$ cat src/core/dpr_pkg.sv
package dpr_pkg;

  localparam int ADDR_W = 12;
  localparam int DATA_W = 16;
  localparam int TIMER_W = 4;

  localparam int CLK_PERIOD_NS = 8;

  // slowest speed grade, so every grade of part is served
  localparam int READ_ACCESS_NS = 70;
  localparam int OUTPUT_FLOAT_NS = 30;
  localparam int SELECT_TO_WRITE_END_NS = 50;
  localparam int WRITE_PULSE_MIN_NS = 45;
  localparam int DATA_SETUP_TO_WRITE_END_NS = 40;
  localparam int WRITE_RECOVERY_NS = 0;
  localparam int FLAG_WRITE_TO_READ_GAP_NS = 10;
  localparam int FLAG_CONTENTION_WINDOW_NS = 10;
  localparam int SYNC_STAGES = 2;

  function automatic int dpr_cyc_up(input int ns);
    int c;
    c = (ns + CLK_PERIOD_NS - 1) / CLK_PERIOD_NS;
    return (c < 1) ? 1 : c;
  endfunction

  function automatic int dpr_max3(input int a, input int b, input int c);
    int m;
    m = (a > b) ? a : b;
    return (m > c) ? m : c;
  endfunction

  localparam int READ_CYC = dpr_cyc_up(READ_ACCESS_NS) + SYNC_STAGES;
  localparam int FLOAT_CYC = dpr_cyc_up(OUTPUT_FLOAT_NS);
  localparam int WRITE_CYC = dpr_max3(dpr_cyc_up(SELECT_TO_WRITE_END_NS),
    dpr_cyc_up(WRITE_PULSE_MIN_NS), dpr_cyc_up(DATA_SETUP_TO_WRITE_END_NS));
  localparam int RECOVERY_CYC = dpr_cyc_up(WRITE_RECOVERY_NS);
  localparam int FLAG_GAP_CYC = dpr_cyc_up(FLAG_WRITE_TO_READ_GAP_NS);
  localparam int FLAG_WINDOW_CYC = dpr_cyc_up(FLAG_CONTENTION_WINDOW_NS);

  localparam logic [DATA_W-1:0] DATA_RESET = 16'h0000;
  localparam logic [ADDR_W-1:0] ADDR_RESET = 12'h000;

  typedef struct packed {
    logic write;
    logic flag;
    logic [1:0] byte_en;
    logic [ADDR_W-1:0] addr;
    logic [DATA_W-1:0] wdata;
  } dpr_req_t;

  typedef struct packed {
    logic [ADDR_W-1:0] addr;
    logic port_select_n;
    logic flag_port_select_n;
    logic upper_byte_select_n;
    logic lower_byte_select_n;
    logic write_strobe_n;
    logic output_enable_n;
  } dpr_pins_t;

  localparam dpr_pins_t PINS_IDLE = '{addr: ADDR_RESET, port_select_n: 1'b1,
    flag_port_select_n: 1'b1, upper_byte_select_n: 1'b1, lower_byte_select_n: 1'b1,
    write_strobe_n: 1'b1, output_enable_n: 1'b1};

endpackage

$ cat src/core/dpr_host.sv
// What this block does
// - write strobe stays high during every read
// - reads always select-framed, never address-controlled
// - address settles before selects fall
// - ram or flag select combination held stable
// - upper byte access uses only upper lane
// - address changes only while strobe high
// - recovery counted before address changes
// - output enable high, so no stretch
// - minimum write pulse used with enable high
// - write data held past strobe rise
// - never drive data while port drives
// - wait gap after flag write before read
`timescale 1ns/1ns
module dpr_host
  import dpr_pkg::*;
(
  input wire logic clock,
  input wire logic rst,
  input wire logic req_valid,
  output logic req_ready,
  input wire dpr_req_t req,
  output logic rsp_valid,
  output logic [DATA_W-1:0] rsp_data,
  output dpr_pins_t pins,
  input wire logic [DATA_W-1:0] data_in,
  output logic [DATA_W-1:0] data_out,
  output logic data_oe
);

  typedef enum logic [2:0] {
    DPR_IDLE = 3'b000,
    DPR_RD_ADDR = 3'b001,
    DPR_RD_ACT = 3'b010,
    DPR_WR_ADDR = 3'b011,
    DPR_WR_PULSE = 3'b100,
    DPR_WR_HOLD = 3'b101,
    DPR_RECOV = 3'b110
  } dpr_state_t;

  ////////////////////////////////////////////////////////////////////////////
  // data pin synchroniser

  logic [DATA_W-1:0] sync1_reg;
  logic [DATA_W-1:0] sync2_reg;

  always_ff @(posedge clock)
  begin
    if (rst)
    begin
      sync1_reg <= DATA_RESET;
      sync2_reg <= DATA_RESET;
    end
    else
    begin
      sync1_reg <= data_in;
      sync2_reg <= sync1_reg;
    end
  end

  ////////////////////////////////////////////////////////////////////////////
  // cycle timer

  logic tload;
  logic [TIMER_W-1:0] tval;
  logic tdone;

  dpr_timer u_dpr_timer (
    .clock(clock),
    .rst(rst),
    .load(tload),
    .load_value(tval),
    .done(tdone)
  );

  ////////////////////////////////////////////////////////////////////////////
  // cycle sequencer

  dpr_state_t state_reg;
  dpr_state_t state_next;
  dpr_req_t hold_reg;
  dpr_req_t hold_next;
  dpr_pins_t pins_reg;
  dpr_pins_t pins_next;
  logic [DATA_W-1:0] dout_reg;
  logic [DATA_W-1:0] dout_next;
  logic doe_reg;
  logic doe_next;
  logic rsp_valid_reg;
  logic rsp_valid_next;
  logic [DATA_W-1:0] rsp_data_reg;
  logic [DATA_W-1:0] rsp_data_next;
  logic [1:0] lanes;
  logic [DATA_W-1:0] lane_mask;

  // an empty byte enable on a ram access means the whole word
  assign lanes = (hold_reg.byte_en == 2'b00) ? 2'b11 : hold_reg.byte_en;
  assign lane_mask = {{8{lanes[1]}}, {8{lanes[0]}}};

  always_comb
  begin
    state_next = state_reg;
    hold_next = hold_reg;
    pins_next = pins_reg;
    dout_next = dout_reg;
    doe_next = doe_reg;
    rsp_valid_next = 1'b0;
    rsp_data_next = rsp_data_reg;
    tload = 1'b0;
    tval = '0;
    case (state_reg)
      DPR_IDLE:
      begin
        if (req_valid)
        begin
          hold_next = req;
          pins_next = PINS_IDLE;
          pins_next.addr = req.addr;
          state_next = req.write ? DPR_WR_ADDR : DPR_RD_ADDR;
        end
      end
      DPR_RD_ADDR:
      begin
        // selects fall one cycle after the address is stable
        pins_next.port_select_n = hold_reg.flag;
        pins_next.flag_port_select_n = ~hold_reg.flag;
        pins_next.upper_byte_select_n = hold_reg.flag | ~lanes[1];
        pins_next.lower_byte_select_n = hold_reg.flag | ~lanes[0];
        pins_next.write_strobe_n = 1'b1;
        pins_next.output_enable_n = 1'b0;
        tload = 1'b1;
        tval = TIMER_W'(READ_CYC);
        state_next = DPR_RD_ACT;
      end
      DPR_RD_ACT:
      begin
        if (tdone)
        begin
          rsp_valid_next = 1'b1;
          rsp_data_next = hold_reg.flag ? sync2_reg : (sync2_reg & lane_mask);
          pins_next = PINS_IDLE;
          pins_next.addr = hold_reg.addr;
          // let the port float its drivers before anything drives the bus
          tload = 1'b1;
          tval = TIMER_W'(FLOAT_CYC);
          state_next = DPR_RECOV;
        end
      end
      DPR_WR_ADDR:
      begin
        // output enable stays high so the pulse needs no stretch
        pins_next.output_enable_n = 1'b1;
        pins_next.port_select_n = hold_reg.flag;
        pins_next.flag_port_select_n = ~hold_reg.flag;
        pins_next.upper_byte_select_n = hold_reg.flag | ~lanes[1];
        pins_next.lower_byte_select_n = hold_reg.flag | ~lanes[0];
        pins_next.write_strobe_n = 1'b0;
        dout_next = hold_reg.wdata;
        doe_next = 1'b1;
        tload = 1'b1;
        tval = TIMER_W'(WRITE_CYC);
        state_next = DPR_WR_PULSE;
      end
      DPR_WR_PULSE:
      begin
        if (tdone)
        begin
          // strobe rises first and ends the write, selects follow
          pins_next.write_strobe_n = 1'b1;
          state_next = DPR_WR_HOLD;
        end
      end
      DPR_WR_HOLD:
      begin
        pins_next = PINS_IDLE;
        pins_next.addr = hold_reg.addr;
        doe_next = 1'b0;
        tload = 1'b1;
        tval = hold_reg.flag ? TIMER_W'(FLAG_GAP_CYC) : TIMER_W'(RECOVERY_CYC);
        state_next = DPR_RECOV;
      end
      DPR_RECOV:
      begin
        if (tdone)
        begin
          state_next = DPR_IDLE;
        end
      end
      default:
      begin
        state_next = DPR_IDLE;
        pins_next = PINS_IDLE;
        doe_next = 1'b0;
      end
    endcase
  end

  always_ff @(posedge clock)
  begin
    if (rst)
    begin
      state_reg <= DPR_IDLE;
      hold_reg <= '0;
      pins_reg <= PINS_IDLE;
      dout_reg <= DATA_RESET;
      doe_reg <= 1'b0;
      rsp_valid_reg <= 1'b0;
      rsp_data_reg <= DATA_RESET;
    end
    else
    begin
      state_reg <= state_next;
      hold_reg <= hold_next;
      pins_reg <= pins_next;
      dout_reg <= dout_next;
      doe_reg <= doe_next;
      rsp_valid_reg <= rsp_valid_next;
      rsp_data_reg <= rsp_data_next;
    end
  end

  ////////////////////////////////////////////////////////////////////////////
  // outputs

  assign req_ready = (state_reg == DPR_IDLE);
  assign rsp_valid = rsp_valid_reg;
  assign rsp_data = rsp_data_reg;
  assign pins = pins_reg;
  assign data_out = dout_reg;
  assign data_oe = doe_reg;

endmodule

$ cat src/core/dpr_timer.sv
`timescale 1ns/1ns
module dpr_timer
  import dpr_pkg::*;
(
  input wire logic clock,
  input wire logic rst,
  input wire logic load,
  input wire logic [TIMER_W-1:0] load_value,
  output logic done
);

  logic [TIMER_W-1:0] cnt_reg;
  logic [TIMER_W-1:0] cnt_next;

  always_comb
  begin
    cnt_next = cnt_reg;
    if (load)
    begin
      cnt_next = load_value;
    end
    else if (cnt_reg != '0)
    begin
      cnt_next = cnt_reg - 4'h1;
    end
  end

  always_ff @(posedge clock)
  begin
    if (rst)
    begin
      cnt_reg <= '0;
    end
    else
    begin
      cnt_reg <= cnt_next;
    end
  end

  // a load of n keeps the caller in its state for n cycles
  assign done = (cnt_reg <= 4'h1);

endmodule

$ cat config.mk
export PLATFORM = sky130hd
export DESIGN_NAME = dpr_host
export DESIGN_NICKNAME = d
export VERILOG_FILES = /design/src/core/dpr_pkg.sv /design/src/core/dpr_host.sv /design/src/core/dpr_timer.sv
export SDC_FILE = /design/constraint.sdc
export NUM_CORES = 1
export LEC_CHECK = 0
export BUFFER_PORTS_ARGS = -buffer_cell sky130_fd_sc_hd__buf_4
export CORE_MARGIN = 2
export CORE_UTILIZATION = 50
export DETAILED_ROUTE_END_ITERATION = 6
export PLACE_DENSITY = 0.83
export SYNTH_ARGS = -nofsm -noshare
export SYNTH_HDL_FRONTEND = slang
export SYNTH_SLANG_ARGS = --single-unit
$ cat constraint.sdc
create_clock -name clock -period 3 [get_ports clock]
set_input_delay 0.6 -clock clock [delete_from_list [all_inputs] [get_ports clock]]
set_output_delay 0.6 -clock clock [all_outputs]
set_load 0.005 [all_outputs]
# Word level (Yosys, flattened, before mapping)
# Cells that the tools add are included.
[word_totals]
input_bits = 51
out_inout_bits = 53
word_cells = 80
ff_bits = 122
[op_classes]
eq_ne = 10
n_mux = 23
n_bitwise = 10
reduce_logical = 16
magnitude_cmp = 1
addsub = 1
[ops]
columns = ["op", "n"]
rows = [
  ["12-bit one-hot mux with 4 select lines", 1],
  ["18-bit 2-to-1 mux", 2],
  ["4-bit one-hot mux with 4 select lines", 2],
  ["3-bit one-hot mux with 7 select lines", 1],
  ["16-bit AND", 1],
  ["16-bit 2-to-1 mux", 1],
  ["3-bit 2-to-1 mux", 5],
  ["3-bit == test, second input constant", 3],
  ["4-bit 2-to-1 mux", 2],
  ["2-bit != test, second input constant", 4],
  ["4-bit AND reduction", 2],
  ["1-bit NOT", 7],
  ["3-bit by 2-bit == test with 1-bit output, second input constant", 2],
  ["2-bit 2-to-1 mux", 3],
  ["3-bit AND reduction", 2],
  ["2-bit OR reduction", 3],
  ["1-bit one-hot mux with 5 select lines", 1],
  ["5-bit OR reduction", 1],
  ["4-bit by 1-bit <= comparator with 1-bit output, second input constant", 1],
  ["1-bit one-hot mux with 2 select lines", 2],
  ["1-bit one-hot mux with 4 select lines", 1],
  ["2-bit AND reduction", 2],
  ["4-bit nonzero test", 1],
  ["4-bit OR reduction", 1],
  ["other kinds (8)", 10],
]

# Longest topological paths before layout
[logic_depth]
depth_word = 5
mapped_depth = 7
depth_no_buf = 6

# By module
# From an unflattened synthesis, not the netlist that was laid out.
[hier_totals]
hier_cells = 501
area_unflattened_um2 = 4760.8
[modules_own_cells]
columns = ["mod", "area_each_um2", "instances", "seq_area_each_um2", "cells_per_inst"]
rows = [
  ["dpr_host", 4508.1, 1, 2362.3, 474],
  ["dpr_timer", 252.7, 1, 80.1, 27],
]

# Worst setup path before layout
# No wires, ideal clock.
[synth_timing]
path_type = "reg2reg"
startpoint = "register u_dpr_timer.cnt_reg[0]"
endpoint = "register pins_reg (netlist bit pins[2])"
setup_ns = 0.132
n_path_buf = 1
path_stages_with_launch = 8
slack_ns = 1.141
period_less_slack_ns = 1.859
required_time_ns = 2.868
arrival_time_ns = 1.728
path_cell_list = "dfxtp_1 inv_1 ha_1 or2_0 clkbuf_1 a311oi_2 mux2i_1 nand2_1"
[synth_between]
elab_chain_len = 3
[synth_lines]
columns = ["item", "line_no", "rtl"]
rows = [
  ["from (decl)", "dpr_timer.sv:12", "logic [TIMER_W-1:0] cnt_reg;"],
  ["from (signal assigned)", "dpr_timer.sv:36", "cnt_reg <= cnt_next;"],
  ["4-bit by 1-bit <= comparator with 1-bit output", "dpr_timer.sv:41", "assign done = (cnt_reg <= 4'h1);"],
  ["2-bit != test (no line)", "-", ""],
  ["3-bit AND reduction (no line)", "-", ""],
  ["to (signal assigned)", "dpr_host.sv:214", "pins_reg <= pins_next;"],
  ["to (decl)", "dpr_host.sv:83", "dpr_pins_t pins_reg;"],
]
# Every way passes these cells.
# A chain may end at the register's enable or synchronous reset.

# Final worst setup path
[layout_timing]
startpoint = "register state_reg[0]"
endpoint = "output req_ready"
[layout_between]
elab_chain_len = 1
[layout_lines]
columns = ["item", "line_no", "rtl"]
rows = [
  ["from (decl)", "dpr_host.sv:79", "dpr_state_t state_reg;"],
  ["from (signal assigned)", "dpr_host.sv:212", "state_reg <= state_next;"],
  ["3-bit logical NOT", "dpr_host.sv:225", "assign req_ready = (state_reg == DPR_IDLE);"],
  ["to (decl)", "dpr_host.sv:21", "output logic req_ready,"],
]
# Every way passes these cells.

==> metrics.md <==
| Metric | Value |
|---|---|
| Status | complete, no violations |
| Setup_tns | 0 ns |
| Slew Limit Fails | 0 |
| Mean Syn Cell Area | 9.30 sq um |
| Final setup margin | 0.473 ns |
| CP Cell Sequence | or2_2, nor2_1, buf_4, buf_4 |
| Mapped Cells | 472 |
| Post-synth EDFFs | 0 |
| Post-synthesis sequential area ratio | 55.6% |
| Initial Util | 50.9% |
| Hold path depth | 2 |
| Residual DRC | 0 |
| Cts hold-fix bufs | 0 |
| Area of the multi-input gates | 0.00178 sq mm |
| Setup slack, reg-to-reg | 0.69 ns |
| Period utilisation layout | 84.2% |
| Count of cell types in the netlist | 46 |
| Post-cts resize count | 0 |
| Worst VDD drop | 0.528 mV |
| Worst-path fanout max | 19 |
| Area grow syn2layout | 31.5% |
| DRT antenna net count | 0 |
| Largest area contributor in the netlist | dfxtp_1 |
| Port bufs | 103 |
| Final nets | 618 |
| Setup Fix Bufs, Post-CTS | 0 |
| Remaining Overflow, GRT | 0 |
| Die Height | 97.7 microns |
| R2r startpoint | state_reg[1]$_SDFFE_PP0P_ |
| CP required | 2.40 ns |
| CP most frequent cell | buf_4 |
| Number of global-route vias before repair | 3377 |
| Wirelength per Cell | 14.6 microns |
| Vias per cell | 5.24 |
| Cell Pwr Density | 1020 mW/mm^2 |
| Hold endpoint | sync1_reg[9]$_SDFF_PP0_ |
| Largest net degree at the start of global routing | 94 |
| Synth area leaders | dfxtp_1 56%, nand2_1 8.8%, a21oi_1 7.1% |
| R2R depth | 4 |
| CTS Buf Count | 17 |
| Max stage delay on crit path | 0.71 ns |
| Post-synthesis cell area | 0.00439 sq mm |
| Area share of the largest cell type after synthesis | 55.6% |
| Minimum clock period | 2.53 ns |
| RSZ-0062 raised after global routing | false |
| Rows | 34 |
| FF+latch count, synth | 122 |
| Seq. cell area | 0.00244 sq mm |
| Crit-path slowest cell | dfxtp_1 |
| Final WL | 10000 microns |
| Leakage power | 2.39 nW |
| Clock Tree Buf Depth | 2 |
| Synth Net Count | 526 |
| Worst hold start | data_in[9] |
| Worst-path clk slew | 0.06 ns |
| Kind of critical path | register to output port |
| CTS Sinks | 122 |
| Critical R2R Capture | pins[10]$_SDFFE_PP0P_ |
| Worst slew pin tran | 0.955 ns |
| Final setup vio count | 0 |
| Die X | 97.7 microns |
| # IOs | 104 |
| Hold/Removal Path Class | input port to register |
| Top_reg_cell synth | dfxtp_1 |
| Warnings from Yosys | 0 |
| Initial antenna violation count | 0 |
| Clock Skews | 0.0110 ns |
| Relative slew slack | 36.4% |
| Die footprint | 0.00955 sq mm |
| Post-placement setup slack | 0.752 ns |
| Overall Global Routing Usage | 21.4% |
| Number of max-cap violations | 0 |
| Ys async rst share | 0% |
| Global-route wire length before repair | 16400 microns |
| Power after layout | 0.00590 W |
| Hold Fails Final Rpt | 0 |
| CORE AREA | 0.00864 sq mm |
| Ant. Diodes | 0 |
| Clock Latency Late Sink | 0.51 ns |
| Clock root buffer | clkbuf_8 |
| HPWL Detailed | 6340 microns |
| Vias | 3586 |
| Max FFs per register | 31 |
| Crit. End Element | output port |
| Critical Path Start Type | register |
| H-tree depth | 4 |
| Fillcell total | 690 |
| CTS tree | built |
| DRC marker count from the first detailed-route iteration | 264 |
| First drt pass iteration count | 5 |
| Gpl congestion | 0.844 |
| Share of layout cells above drive strength 1 | 26.2% |
| WP data arrival | 1.93 ns |
| F_max | 396 MHz |
==> worst max path at each step <==
stage | end | from | slack, ns | cells after the start
3_5_place_dp | rsp_data[6]$_SDFFE_PP0P_ | state_reg[1]$_SDFFE_PP0P_ | 0.75 | 4
5_1_grt | req_ready | state_reg[0]$_SDFFE_PP0P_ | 0.34 | 4
2_1_floorplan | pins[2]$_SDFFE_PP1P_ | u_dpr_timer.cnt_reg[0]$_SDFFE_PP0P_ | 1.14 | 7
3_3_place_gp | rsp_data[12]$_SDFFE_PP0P_ | state_reg[1]$_SDFFE_PP0P_ | 0.84 | 4
6_report | req_ready | state_reg[0]$_SDFFE_PP0P_ | 0.47 | 4
4_1_cts | req_ready | state_reg[0]$_SDFFE_PP0P_ | 0.47 | 4
==> kinds of logic after synthesis <==
kind of cell / synth area share [%]
adders and majority gates: 0.855
buffers and inverters: 4.02
DFF: 55.6
xor gates and xnor gates: 0.598
and+or+nand+nor: 19.0
AOI/OAI and AO/OA: 18.7
muxes: 1.14
==> where the power goes <==
group,internal (W),leakage [nW],switching [W]
Clock,0.00129,0.286,0.000728
Sequential,0.00191,0.999,0.000260
Combinational,0.000733,1.10,0.000968
Total,0.00394,2.39,0.00196
==> synthesized netlist by cell type (3+ instances only) <==
cell,count
o31ai_1,12
dfxtp_1,122
a22oi_1,11
a21oi_1,62
nor3_1,3
clkbuf_1,21
o21ai_0,7
a22o_1,17
ha_1,3
and2_1,3
mux2i_1,5
or2_2,4
nor2b_1,36
inv_1,7
buf_2,6
nand2_1,103
buf_4,3
nor2_1,9
==> critical path, delay by kind of cell (launching register included) <==
| family | cells | cell delay [ns] |
|---|---|---|
| buffers and inverters | 2 | 0.37 |
| flip-flops | 1 | 0.71 |
| AND/OR/NAND/NOR | 2 | 0.34 |
==> area by class of cell <==
cell class              count  share of cell area (%)
flip-flops and latches    122                    42.3
multi-input cells         310                    30.8
repair buffers            106                    13.8
clock buffers              19                    7.48
clock inverters            13                    2.88
well taps                 108                    2.34
inverters                   7                   0.455
==> per-stage QoR <==
stage / util, % / cell area [sq um] / std cells / hold slack, ns
after floorplan: - / 4390 / 472 / 0.414
final: 66.9 / 5770 / 685 / 0.301
after global placement: 59.9 / 5170 / 653 / 0.417
after global routing: 66.9 / 5770 / 685 / 0.282
after CTS: 66.9 / 5770 / 685 / 0.278
after detailed placement: 59.9 / 5170 / 653 / 0.420
==> metal layers <==
| metal | routed length, microns | global-route usage, % | vias to the layer above |
|---|---|---|---|
| met3 | 605 | 7.63 | 6 |
| li1 | - | - | 1800 |
| met2 | 4790 | 32.9 | 114 |
| met1 | 4570 | 28.2 | 1666 |
| met4 | 57 | 7.69 | 0 |
| met5 | 0 | 0 | - |
==> layout by cell type, fill, tap and decap left out, drive strengths merged, types with 2 or more instances in the layout <==
master,count
and2,3
o31ai,12
a31oi,2
buf,106
a22oi,11
bufinv,3
nor2,10
inv,11
nand2b,2
nand2,104
nor3b,2
clkinv,3
clkinvlp,3
or2,5
a22o,17
nor4b,2
nor2b,36
dfxtp,122
clkbuf,19
xnor2,2
nor4,2
a21oi,62
o21ai,7
o31a,2
mux2i,5
nor3,4
ha,3
a311oi,4
a211oi,2
(Power assumes the default switching activity.)
